File: src/hdl/can_obj_defines.svh
`ifndef CAN_OBJ_DEFINES_SVH
`define CAN_OBJ_DEFINES_SVH
`define ADDR_CPU_IF 8'h02
`define ADDR_BIT_TIMING_SECOND 8'h4F
`define ADDR_LAST_CTRL_A 8'hF0
`define ADDR_LAST_CTRL_B 8'hF1
`define ADDR_LAST_ARB_FIRST 8'hF2
`define ADDR_LAST_ARB_LAST 8'hF5
`define ADDR_LAST_CONFIG 8'hF6
`define ADDR_LAST_DATA_FIRST 8'hF7
`define ADDR_LAST_DATA_LAST 8'hFE
`define ADDR_UNDEF_READ 8'hFF
`define BIT_SAMPLING_SELECT 7
`define BIT_DIRECTION 3
`define POS_VALID 6
`define POS_RECEIVE_INTERRUPT_ENABLE 2
`define POS_PEND 0
`define FIELD_SET 2'b10
`define FIELD_RESET 2'b01
`define BIT_DSC 6
`define RESET_BYTE 8'h00
`define RESET_CTRL 8'h55
`define ACK_SINGLE_TQ 4'h0
`define ACK_MAJORITY_TQ 4'h1
`define ACK_LEN_CYCLES 4'h4
`endif

File: src/hdl/can_obj_pkg.sv
package can_obj_pkg;
	typedef logic [7:0] byte_t;
	typedef logic [1:0] field_t;
	typedef enum {st_idle, st_delay, st_ack} ack_state_e;
endpackage : can_obj_pkg

File: src/hdl/sync2.sv
`timescale 1ns/1ps
module sync2 (
	input wire logic clk,
	input wire logic nrst,
	input wire logic d,
	output logic q
);
	logic s1_r;
	always_ff @(posedge clk or negedge nrst) begin
		if (!nrst) begin
			s1_r <= 1'b0;
			q <= 1'b0;
		end else begin
			s1_r <= d;
			q <= s1_r;
		end
	end
endmodule : sync2

File: src/hdl/field2.sv
`timescale 1ns/1ps
`include "can_obj_defines.svh"
// two-bit set/reset field: 10 writes set, 01 writes reset, other codes keep
module field2 (
	input wire logic clk,
	input wire logic nrst,
	input wire logic wr,
	input wire logic [1:0] wdata,
	input wire logic hw_set,
	output logic is_set
);
	logic is_set_nxt;
	// hardware set wins over a host reset in the same cycle
	assign is_set_nxt = hw_set ? 1'b1 :
		(wr && wdata == `FIELD_SET) ? 1'b1 :
		(wr && wdata == `FIELD_RESET) ? 1'b0 : is_set;
	always_ff @(posedge clk or negedge nrst) begin
		if (!nrst) is_set <= 1'b0;
		else is_set <= is_set_nxt;
	end
endmodule : field2

File: src/hdl/can_object_ctrl.sv
`timescale 1ns/1ps
`include "can_obj_defines.svh"
// How it works
// - host writes to last object arbitration and data bytes always store.
// - those bytes read back undefined while object_valid is set.
// - a message event with enables set raises interrupt_pending and interrupt.
// - host resetting interrupt_pending drops the interrupt output.
// - host setting interrupt_pending directly never drives the interrupt.
// - matching remote frame on plain receive object raises receive-ok.
// - it also raises a receive interrupt when receive_interrupt_enable set.
// - it also queues a remote frame with the object identifier.
// - direction bit 3 at zero configures the object for reception.
// - sampling_select bit 7 picks three-sample majority, zero single.
// - majority mode starts the acknowledge one time quantum later.
// - divider setting picks the oscillator edge sampling chip select.
// - acknowledge may be missed, but the access still completes.
module can_object_ctrl (
	input wire logic clk,
	input wire logic nrst,
	input wire logic cs_n,
	input wire logic rd,
	input wire logic wr,
	input wire logic [7:0] addr,
	input wire can_obj_pkg::byte_t wdata,
	output can_obj_pkg::byte_t rdata,
	input wire logic oscillator_input,
	output logic transfer_ack_n,
	input wire logic msg_event,
	input wire logic remote_rx,
	input wire logic [28:0] remote_id,
	input wire logic [3:0] remote_dlc,
	input wire logic tq_tick,
	input wire logic ack_slot,
	output logic ack_drive,
	output logic sampling_majority,
	output logic rx_ok,
	output logic remote_tx_req,
	output logic [28:0] remote_tx_id,
	output logic interrupt_n
);
	import can_obj_pkg::*;

	byte_t arb_r [0:3];
	byte_t data_r [0:7];
	byte_t bit_timing_second_r, cpu_if_r, config_r, rdata_nxt;
	field_t rmt_field_r;
	logic valid_set, receive_interrupt_enable_set, pend_set, hw_pend, host_pend_r;
	logic wr_ctrl_a, wr_cfg, is_arb, is_data, remote_match, match_plain;
	logic [3:0] tq_cnt_r;
	logic osc_s, osc_d_r, osc_edge, cs_s, cs_seen_r;
	ack_state_e ack_st_r;

	assign wr_ctrl_a = wr && addr == `ADDR_LAST_CTRL_A;
	assign wr_cfg = wr && addr == `ADDR_LAST_CONFIG;
	assign is_arb = addr >= `ADDR_LAST_ARB_FIRST &&
		addr <= `ADDR_LAST_ARB_LAST;
	assign is_data = addr >= `ADDR_LAST_DATA_FIRST &&
		addr <= `ADDR_LAST_DATA_LAST;

	// object fields in the first control register
	field2 u_valid (.clk(clk), .nrst(nrst), .wr(wr_ctrl_a),
		.wdata(wdata[`POS_VALID+1:`POS_VALID]), .hw_set(1'b0),
		.is_set(valid_set));
	field2 u_receive_interrupt_enable (.clk(clk), .nrst(nrst), .wr(wr_ctrl_a),
		.wdata(wdata[`POS_RECEIVE_INTERRUPT_ENABLE+1:`POS_RECEIVE_INTERRUPT_ENABLE]), .hw_set(1'b0),
		.is_set(receive_interrupt_enable_set));
	field2 u_pend (.clk(clk), .nrst(nrst), .wr(wr_ctrl_a),
		.wdata(wdata[`POS_PEND+1:`POS_PEND]), .hw_set(hw_pend),
		.is_set(pend_set));

	// receive object with second control fields all reset
	assign match_plain = valid_set && !config_r[`BIT_DIRECTION] &&
		rmt_field_r == `FIELD_RESET;
	assign remote_match = remote_rx && match_plain &&
		remote_id == {arb_r[0], arb_r[1], arb_r[2], arb_r[3][7:3]} &&
		remote_dlc == config_r[7:4];
	assign hw_pend = (msg_event && receive_interrupt_enable_set) ||
		(remote_match && receive_interrupt_enable_set);

	// host-set pending is remembered so it never reaches the pin
	always_ff @(posedge clk or negedge nrst) begin
		if (!nrst) host_pend_r <= 1'b0;
		else if (hw_pend) host_pend_r <= 1'b0;
		// a set on an already pending object must not drop the pin
		else if (wr_ctrl_a && wdata[1:0] == `FIELD_SET && !pend_set)
			host_pend_r <= 1'b1;
	end
	assign interrupt_n = !(pend_set && !host_pend_r);

	always_ff @(posedge clk or negedge nrst) begin
		if (!nrst) begin
			rx_ok <= 1'b0;
			remote_tx_req <= 1'b0;
			remote_tx_id <= '0;
		end else begin
			rx_ok <= remote_match;
			remote_tx_req <= remote_match;
			if (remote_match) remote_tx_id <= remote_id;
		end
	end

	// register writes
	always_ff @(posedge clk or negedge nrst) begin
		if (!nrst) begin
			for (int i = 0; i < 4; i++) arb_r[i] <= `RESET_BYTE;
			for (int i = 0; i < 8; i++) data_r[i] <= `RESET_BYTE;
			bit_timing_second_r <= `RESET_BYTE;
			cpu_if_r <= `RESET_BYTE;
			config_r <= `RESET_BYTE;
			rmt_field_r <= `FIELD_RESET;
		end else if (wr) begin
			if (is_arb)
				arb_r[2'(addr - `ADDR_LAST_ARB_FIRST)] <= wdata;
			if (is_data)
				data_r[3'(addr - `ADDR_LAST_DATA_FIRST)] <= wdata;
			if (addr == `ADDR_BIT_TIMING_SECOND) bit_timing_second_r <= wdata;
			if (addr == `ADDR_CPU_IF) cpu_if_r <= wdata;
			if (wr_cfg) config_r <= wdata;
			if (addr == `ADDR_LAST_CTRL_B) rmt_field_r <= wdata[1:0];
		end
	end

	assign sampling_majority =
		bit_timing_second_r[`BIT_SAMPLING_SELECT];

	// reads: arbitration and data undefined while the object is valid
	always_comb begin
		rdata_nxt = `RESET_BYTE;
		if (is_arb)
			rdata_nxt = valid_set ? `ADDR_UNDEF_READ :
				arb_r[2'(addr - `ADDR_LAST_ARB_FIRST)];
		else if (is_data)
			rdata_nxt = valid_set ? `ADDR_UNDEF_READ :
				data_r[3'(addr - `ADDR_LAST_DATA_FIRST)];
		else if (addr == `ADDR_LAST_CTRL_A)
			rdata_nxt = {valid_set ? `FIELD_SET : `FIELD_RESET, 2'b01,
				receive_interrupt_enable_set ? `FIELD_SET : `FIELD_RESET,
				pend_set ? `FIELD_SET : `FIELD_RESET};
		else if (addr == `ADDR_LAST_CTRL_B)
			rdata_nxt = {6'h15, rmt_field_r};
		else if (addr == `ADDR_LAST_CONFIG)
			rdata_nxt = config_r;
		else if (addr == `ADDR_BIT_TIMING_SECOND)
			rdata_nxt = bit_timing_second_r;
		else if (addr == `ADDR_CPU_IF)
			rdata_nxt = cpu_if_r;
	end
	always_ff @(posedge clk or negedge nrst) begin
		if (!nrst) rdata <= `RESET_BYTE;
		else if (rd) rdata <= rdata_nxt;
	end

	// acknowledge slot timing
	always_ff @(posedge clk or negedge nrst) begin
		if (!nrst) begin
			ack_st_r <= st_idle;
			tq_cnt_r <= 4'h0;
			ack_drive <= 1'b0;
		end else begin
			case (ack_st_r)
			st_idle: begin
				ack_drive <= 1'b0;
				if (ack_slot) begin
					if (sampling_majority) begin
						ack_st_r <= st_delay;
						tq_cnt_r <= `ACK_MAJORITY_TQ;
					end else begin
						ack_st_r <= st_ack;
						ack_drive <= 1'b1;
						tq_cnt_r <= `ACK_LEN_CYCLES;
					end
				end
			end
			st_delay: if (tq_tick) begin
				ack_st_r <= st_ack;
				ack_drive <= 1'b1;
				tq_cnt_r <= `ACK_LEN_CYCLES;
			end
			st_ack: if (tq_tick) begin
				if (tq_cnt_r == `ACK_SINGLE_TQ + 4'h1) begin
					ack_st_r <= st_idle;
					ack_drive <= 1'b0;
				end
				tq_cnt_r <= tq_cnt_r - 4'h1;
			end
			default: ack_st_r <= st_idle;
			endcase
		end
	end

	// transfer acknowledge: chip select sampled on the chosen oscillator edge
	sync2 u_osc (.clk(clk), .nrst(nrst), .d(oscillator_input), .q(osc_s));
	sync2 u_cs (.clk(clk), .nrst(nrst), .d(cs_n), .q(cs_s));
	always_ff @(posedge clk or negedge nrst) begin
		if (!nrst) osc_d_r <= 1'b0;
		else osc_d_r <= osc_s;
	end
	assign osc_edge = cpu_if_r[`BIT_DSC] ? (osc_d_r && !osc_s) :
		(!osc_d_r && osc_s);
	always_ff @(posedge clk or negedge nrst) begin
		if (!nrst) cs_seen_r <= 1'b0;
		else if (cs_s) cs_seen_r <= 1'b0;
		else if (osc_edge) cs_seen_r <= 1'b1;
	end
	assign transfer_ack_n = !cs_seen_r;
endmodule : can_object_ctrl

File: config.mk
export PLATFORM = sky130hd
export DESIGN_NAME = can_object_ctrl
export DESIGN_NICKNAME = d
export VERILOG_FILES = /design/src/hdl/can_obj_pkg.sv /design/src/hdl/sync2.sv /design/src/hdl/field2.sv /design/src/hdl/can_object_ctrl.sv
export VERILOG_INCLUDE_DIRS = /design/src /design/src/hdl
export SDC_FILE = /design/constraint.sdc
export NUM_CORES = 1
export LEC_CHECK = 0
export BUFFER_PORTS_ARGS = -buffer_cell sky130_fd_sc_hd__buf_2
export CORE_AREA = 3 3 126 128
export DETAILED_ROUTE_END_ITERATION = 10
export DIE_AREA = 0 0 129 131
export HOLD_SLACK_MARGIN = 0.02
export PLACE_DENSITY = 0.76
export SLEW_MARGIN = 20
export SYNTH_ARGS = -nofsm -noshare
export SYNTH_HDL_FRONTEND = slang
export SYNTH_SLANG_ARGS = --single-unit
File: constraint.sdc
create_clock -name clk -period 2.9 [get_ports clk]
set_input_delay 0.435 -clock clk [delete_from_list [all_inputs] [get_ports clk]]
set_output_delay 0.435 -clock clk [all_outputs]
set_load 0.02 [all_outputs]
## Word-level counts from Yosys, hierarchy flattened

Cells that the tools add are included.

| word-level totals | value |
|---|---|
| input port bits | 59 |
| logic and storage cells | 166 |
| register bits | 207 |
| output and inout port bits | 43 |

| cells by class | value |
|---|---|
| bitwise operators | 2 |
| $add $sub $neg | 3 |
| eq/ne operators | 21 |
| reduce and logical (&&, ||, !) cells | 47 |
| magnitude comparators | 8 |
| muxes and demuxes | 53 |

Operator list:

| kind | number |
|---|---|
| 32-bit 2-to-1 mux | 4 |
| 8-bit 2-to-1 mux | 15 |
| 32-bit one-hot mux with 3 select lines | 1 |
| 64-bit bitwise mux | 1 |
| 32-bit bitwise mux | 1 |
| 32-bit by 1-bit equality test with 1-bit output, second input constant | 1 |
| 32-bit by 2-bit equality test with 1-bit output, second input constant | 1 |
| 32-bit zero test | 1 |
| 29-bit equality test | 1 |
| 8-bit binary-select mux with 3-bit select | 1 |
| 8-bit demux with 3-bit select | 1 |
| 8-bit equality test, second input constant | 3 |
| 1-bit logical AND | 23 |
| 1-bit 2-to-1 mux | 17 |
| 8-bit binary-select mux with 2-bit select | 1 |
| 8-bit demux with 2-bit select | 1 |
| 8-bit >= comparator, second input constant | 2 |
| 8-bit <= comparator, second input constant | 2 |
| 4-bit 2-to-1 mux | 3 |
| 4-bit one-hot mux with 3 select lines | 1 |
| 2-bit AND reduction | 6 |
| 4-bit AND reduction | 3 |
| 2-bit by 1-bit equality test with 1-bit output, second input constant | 4 |
| 8-bit by 2-bit equality test with 1-bit output, second input constant | 1 |
| other kinds (21) | 39 |

## Depth between registers and ports, before layout

| depth | value |
|---|---|
| depth in word-level cells | 9 |
| mapped depth | 11 |
| gate-level depth less buffers | 8 |

## Modules after synthesis

From an unflattened synthesis, not the netlist that was laid out.

| second synthesis, totals | value |
|---|---|
| cell total of the unflattened synthesis | 658 |
| area, all modules | 8,680.8 µm² |

By module, submodules not included:

| module | sequential area each (µm²) | times used | cells each | area each (µm²) |
|---|---|---|---|---|
| can_object_ctrl | 4,255.3 | 1 | 636 | 8,426.8 |
| field2 | 25.0 | 3 | 6 | 51.3 |
| sync2 | 50.0 | 2 | 2 | 50.0 |

## Worst setup path after synthesis

OpenSTA, ideal clock, no wires.

| path | value |
|---|---|
| path type | input to register |
| start point | input addr[0] |
| end point | register data_r[0] in the netlist's numbering |
| buffers on the path | 3 |
| required time | 2.775 ns |
| arrival | 2.923 ns |
| setup time | 0.125 ns |
| stages on the path | 8 |
| slack | -0.148 ns |
| cells stage by stage | buf_2 -> buf_4 -> clkinv_1 -> ha_1 -> buf_1 -> nand3_1 -> nor3_2 -> mux2_2 |

| on the way | value |
|---|---|
| cells in the longest elaborated chain, start to end | 7 |
| elaborated cells between the ends (all ways) | 12 |
| classes of those cells | 1 x add/sub; 4 x order compare; 3 x mux; 1 x bitwise; 3 x reduce/logical |

Ends and longest elaborated chain:

| item | line | RTL |
|---|---|---|
| start, declared | can_object_ctrl.sv:23 | `input wire logic [7:0] addr,` |
| 3-bit subtractor (no line) | - |  |
| 3-bit inverter with 4-bit output | can_object_ctrl.sv:115 | `` data_r[3'(addr - `ADDR_LAST_DATA_FIRST)] <= wdata; `` |
| 4-bit >= comparator / 4-bit by 1-bit < comparator with 1-bit output (equally long branches) | can_object_ctrl.sv:115 |  |
| 1-bit logical AND | can_object_ctrl.sv:115 |  |
| 8-bit 2-to-1 mux | can_object_ctrl.sv:115 |  |
| 8-bit demux with 3-bit select | can_object_ctrl.sv:115 |  |
| 64-bit bitwise mux | can_object_ctrl.sv:115 |  |
| end signal, assigned by index | can_object_ctrl.sv:115 |  |
| end, declared | can_object_ctrl.sv:44 | `byte_t data_r [0:7];` |

Parallel ways exist; a longest one is shown, timed or not.
A chain may end at the register's enable or synchronous reset.

## Final worst setup path

| path | value |
|---|---|
| start point | register config_r[4] |
| end point | register remote_tx_id[15] |

| on the way | value |
|---|---|
| cells in the longest elaborated chain, start to end | 2 |

Ends and longest elaborated chain:

| item | line | RTL |
|---|---|---|
| start, declared | can_object_ctrl.sv:45 | `byte_t bit_timing_second_r, cpu_if_r, config_r, rdata_nxt;` |
| start signal, assigned | can_object_ctrl.sv:109 | `` config_r <= `RESET_BYTE; `` |
| start signal, assigned | can_object_ctrl.sv:118 | `if (wr_cfg) config_r <= wdata;` |
| 4-bit equality test | can_object_ctrl.sv:76 | `remote_dlc == config_r[7:4];` |
| 1-bit logical AND | can_object_ctrl.sv:75 | `remote_id == {arb_r[0], arb_r[1], arb_r[2], arb_r[3][7:3]} &&` |
| end signal, assigned | can_object_ctrl.sv:98 | `if (remote_match) remote_tx_id <= remote_id;` |
| end, declared | can_object_ctrl.sv:38 | `output logic [28:0] remote_tx_id,` |

No other way between the ends.

==> impl_metrics.py <==
metrics = {
    "logic_synthesis": {
        "yosysUniqueCellTypes": 53,
        "async_flop_share": 1.000,
        "synthTopCellsByArea": "dfrtp_1, mux2_2, mux4_2",
        "synth.avg_cell_area_um2": 13.17,
        "synth-seq-area-share": 0.5192,
        "synth_edf_count": 0,
        "synth_area_leader_cell": "dfrtp_1",
        "synthCells": 648,
        "ys.flop_type": "dfrtp_1",
        "ys_warn_count": 0,
        "synthesis.area_mm2": 0.008533,
        "synth_nets": 718,
        "ys_seq_elements": 177,
        "yosysTopAreaCellShare": 0.5161,
    },
    "die": {
        "start_util": 0.5698,
        "core_mm2": 0.01498,
        "io_pins": 102,
        "floorplan.rows": 45,
        "die_x_um": 129,
        "die_h_um": 131,
        "die-area_mm2": 0.01690,
    },
    "global_routing": {
        "grt_start_max_net_pins": 81,
        "grt.total_usage": 0.2580,
        "grt_pass1_wl_um": 33200,
        "grt_pass1_vias": 6120,
        "gr-total-overflow": 0,
        "antenna_found_initial": 1,
    },
    "clock_network": {
        "holdBufCountCts": 0,
        "worstSkewPairLatency_ps": 430,
        "htree_levels": 4,
        "cts_made_buffers": 17,
        "post_cts_buffers": 0,
        "clock_sinks": 177,
        "cts.reportedPaths.clkPinSlew_ps": 70,
        "clock_path_buffers": 2,
        "cts-resized-gates": 0,
        "cts_tree": "done",
        "clock-root-buffer": "clkbuf_16",
    },
    "routing": {
        "drc": 0,
        "drtIter0Drc": 465,
        "vias": 5884,
        "wirelength_um": 20730,
        "ant_nets": 0,
        "drt_pass1_iterations": 5,
        "drt-wirelength-per-cell_um": 21.64,
        "viasPerCell": 6.142,
    },
    "power_and_ir_drop": {
        "p_per_area_mw_per_mm2": 588.2,
        "vdd_ir_drop_max_uv": 396.0,
        "leakage_nw": 4.937,
    },
    "layout": {
        "final_common_cell": "dfrtp_1",
        "drive_gt1_frac": 0.4390,
        "regArea_mm2": 0.004431,
        "nets": 827,
        "nFillCells": 1098,
        "antenna-diode-count": 0,
        "area_growth_pct": 16.10,
        "finalCoreUtilization": 0.6615,
        "multi_input_area_mm2": 0.003914,
        "layout_common_cells": "dfrtp_1, mux2_2, buf_2",
    },
    "timing": {
        "fmax_mhz": 389.2,
        "hold_viol": 0,
        "rsz0062_at_grt": "no",
        "setup_tns_ps": 0,
        "maxSlewHeadroom": 0.4861,
        "min_period_ps": 2570,
        "clock_skew_ps": 9.197,
        "worst_slack_ps": 330.5,
        "timing.final.crit_share": 0.8860,
        "slew_violations": 0,
        "finalSetupViolCount": 0,
        "worst_pin_slew_ps": 764.9,
    },
    "run": {
        "drv_cap": 0,
    },
    "critical_path": {
        "path_max_fanout": 31,
        "worst_ep_required_time_ps": 3220,
        "crit_type": "flip-flop to flip-flop",
        "crit_arrival_ps": 2890,
        "startpoint_type": "flip-flop",
        "endpoint_kind": "flip-flop",
    },
    "min_path": {
        "min_path_type": "primary input to async pin",
    },
    "placement": {
        "place_worst_setup_slack_ps": 228.5,
        "dp.final_hpwl_um": 14680,
        "gp_congestion": 0.8965,
        "port_buffers": 101,
    },
    "run_status": {
        "status": "finished, final reports clean",
    },
}
-- path summary, 6_finish.rpt --
kind | startpoint | end | slack (ps) | depth (start not counted)
min in group clk | cs_n | u_cs.s1_r | 100 | 1
hold / removal | nrst | remote_tx_id[24] | 10 | 1
setup reg to reg | config_r[4] | remote_tx_id[15] | 330 | 7
setup / recovery | config_r[4] | remote_tx_id[15] | 330 | 7
max in group asynchronous | nrst | data_r[33] | 1950 | 2
hold reg to reg | u_cs.s1_r | u_cs.q | 360 | 0
-- registers in the layout, indices dropped and copies added (netlist names), 2 cells and up --
name                 count
arb_r                   32
ack_st_r                 2
rmt_field_r              2
remote_tx_id            29
cpu_if_r                 8
bit_timing_second_r      8
config_r                 8
tq_cnt_r                 4
rdata                    8
data_r                  64
-- report_power, final --
group,switching [W],total (W),internal [W],leakage [nW]
combinational,0.000436,0.000767,0.000331,2.25
clock,0.000970,0.00232,0.00135,0.287
sequential,0.000116,0.00274,0.00262,2.40
total,0.00152,0.00583,0.00430,4.94
-- kinds of logic after synthesis --
logic type	count (synthesis)	synth area share
flops	177	0.5192
compound gates	75	0.05499
xor+xnor	35	0.03592
simple gates	127	0.08270
fa+ha+maj	11	0.01613
buf+inv	44	0.02360
mux	179	0.2674
-- layout make-up --
type                       count  share of cell area
sequential                   177              0.4472
tap                          188             0.02374
timing repair buffer         119             0.06782
inverter                      15            0.005683
clock buffer                  23             0.04824
clock inverter                 9             0.01225
multi-input combinational    427              0.3950
-- critical path, cell delays in order (launching register included) --
cell and delay (ps):
dfrtp_1 430, xor2_1 180, nor4_1 310, nand2_1 130, or4_4 560, nor4_4 220, buf_12 260, mux2_2 360
-- synth_stat cells (5+ instances only) --
master,count
inv_1,14
o21ai_0,20
nand3_1,9
a21oi_1,17
o22ai_1,6
ha_1,11
xor2_1,34
a22oi_1,6
mux2_2,150
nand2_1,27
clkbuf_1,18
mux4_2,24
nor3_2,6
nor2_1,27
dfrtp_1,176
nor4_1,11
buf_2,5
and3_1,5
a31oi_1,8
nor3_1,13
-- per-stage QoR --
step	instances	instance area (um^2)	hold WS, ps	total power [W]
floorplan	648	8547	139.4	0.003243
finish	958	9907	14.31	0.005827
CTS	958	9907	49.45	0.005857
detailed placement	926	9308	338.6	0.003541
global route	958	9907	72.29	0.006075
global placement	926	9308	332.9	0.003481
-- layer usage --
| layer | routed length [um] | share of wire | GRT usage |
|---|---|---|---|
| met5 | 13 | 0.00063 | 0 |
| met4 | 452 | 0.022 | 0.08215 |
| met3 | 1231 | 0.059 | 0.06911 |
| met2 | 10660 | 0.51 | 0.4302 |
| met1 | 8373 | 0.40 | 0.3321 |
(Power assumes the default switching activity.)
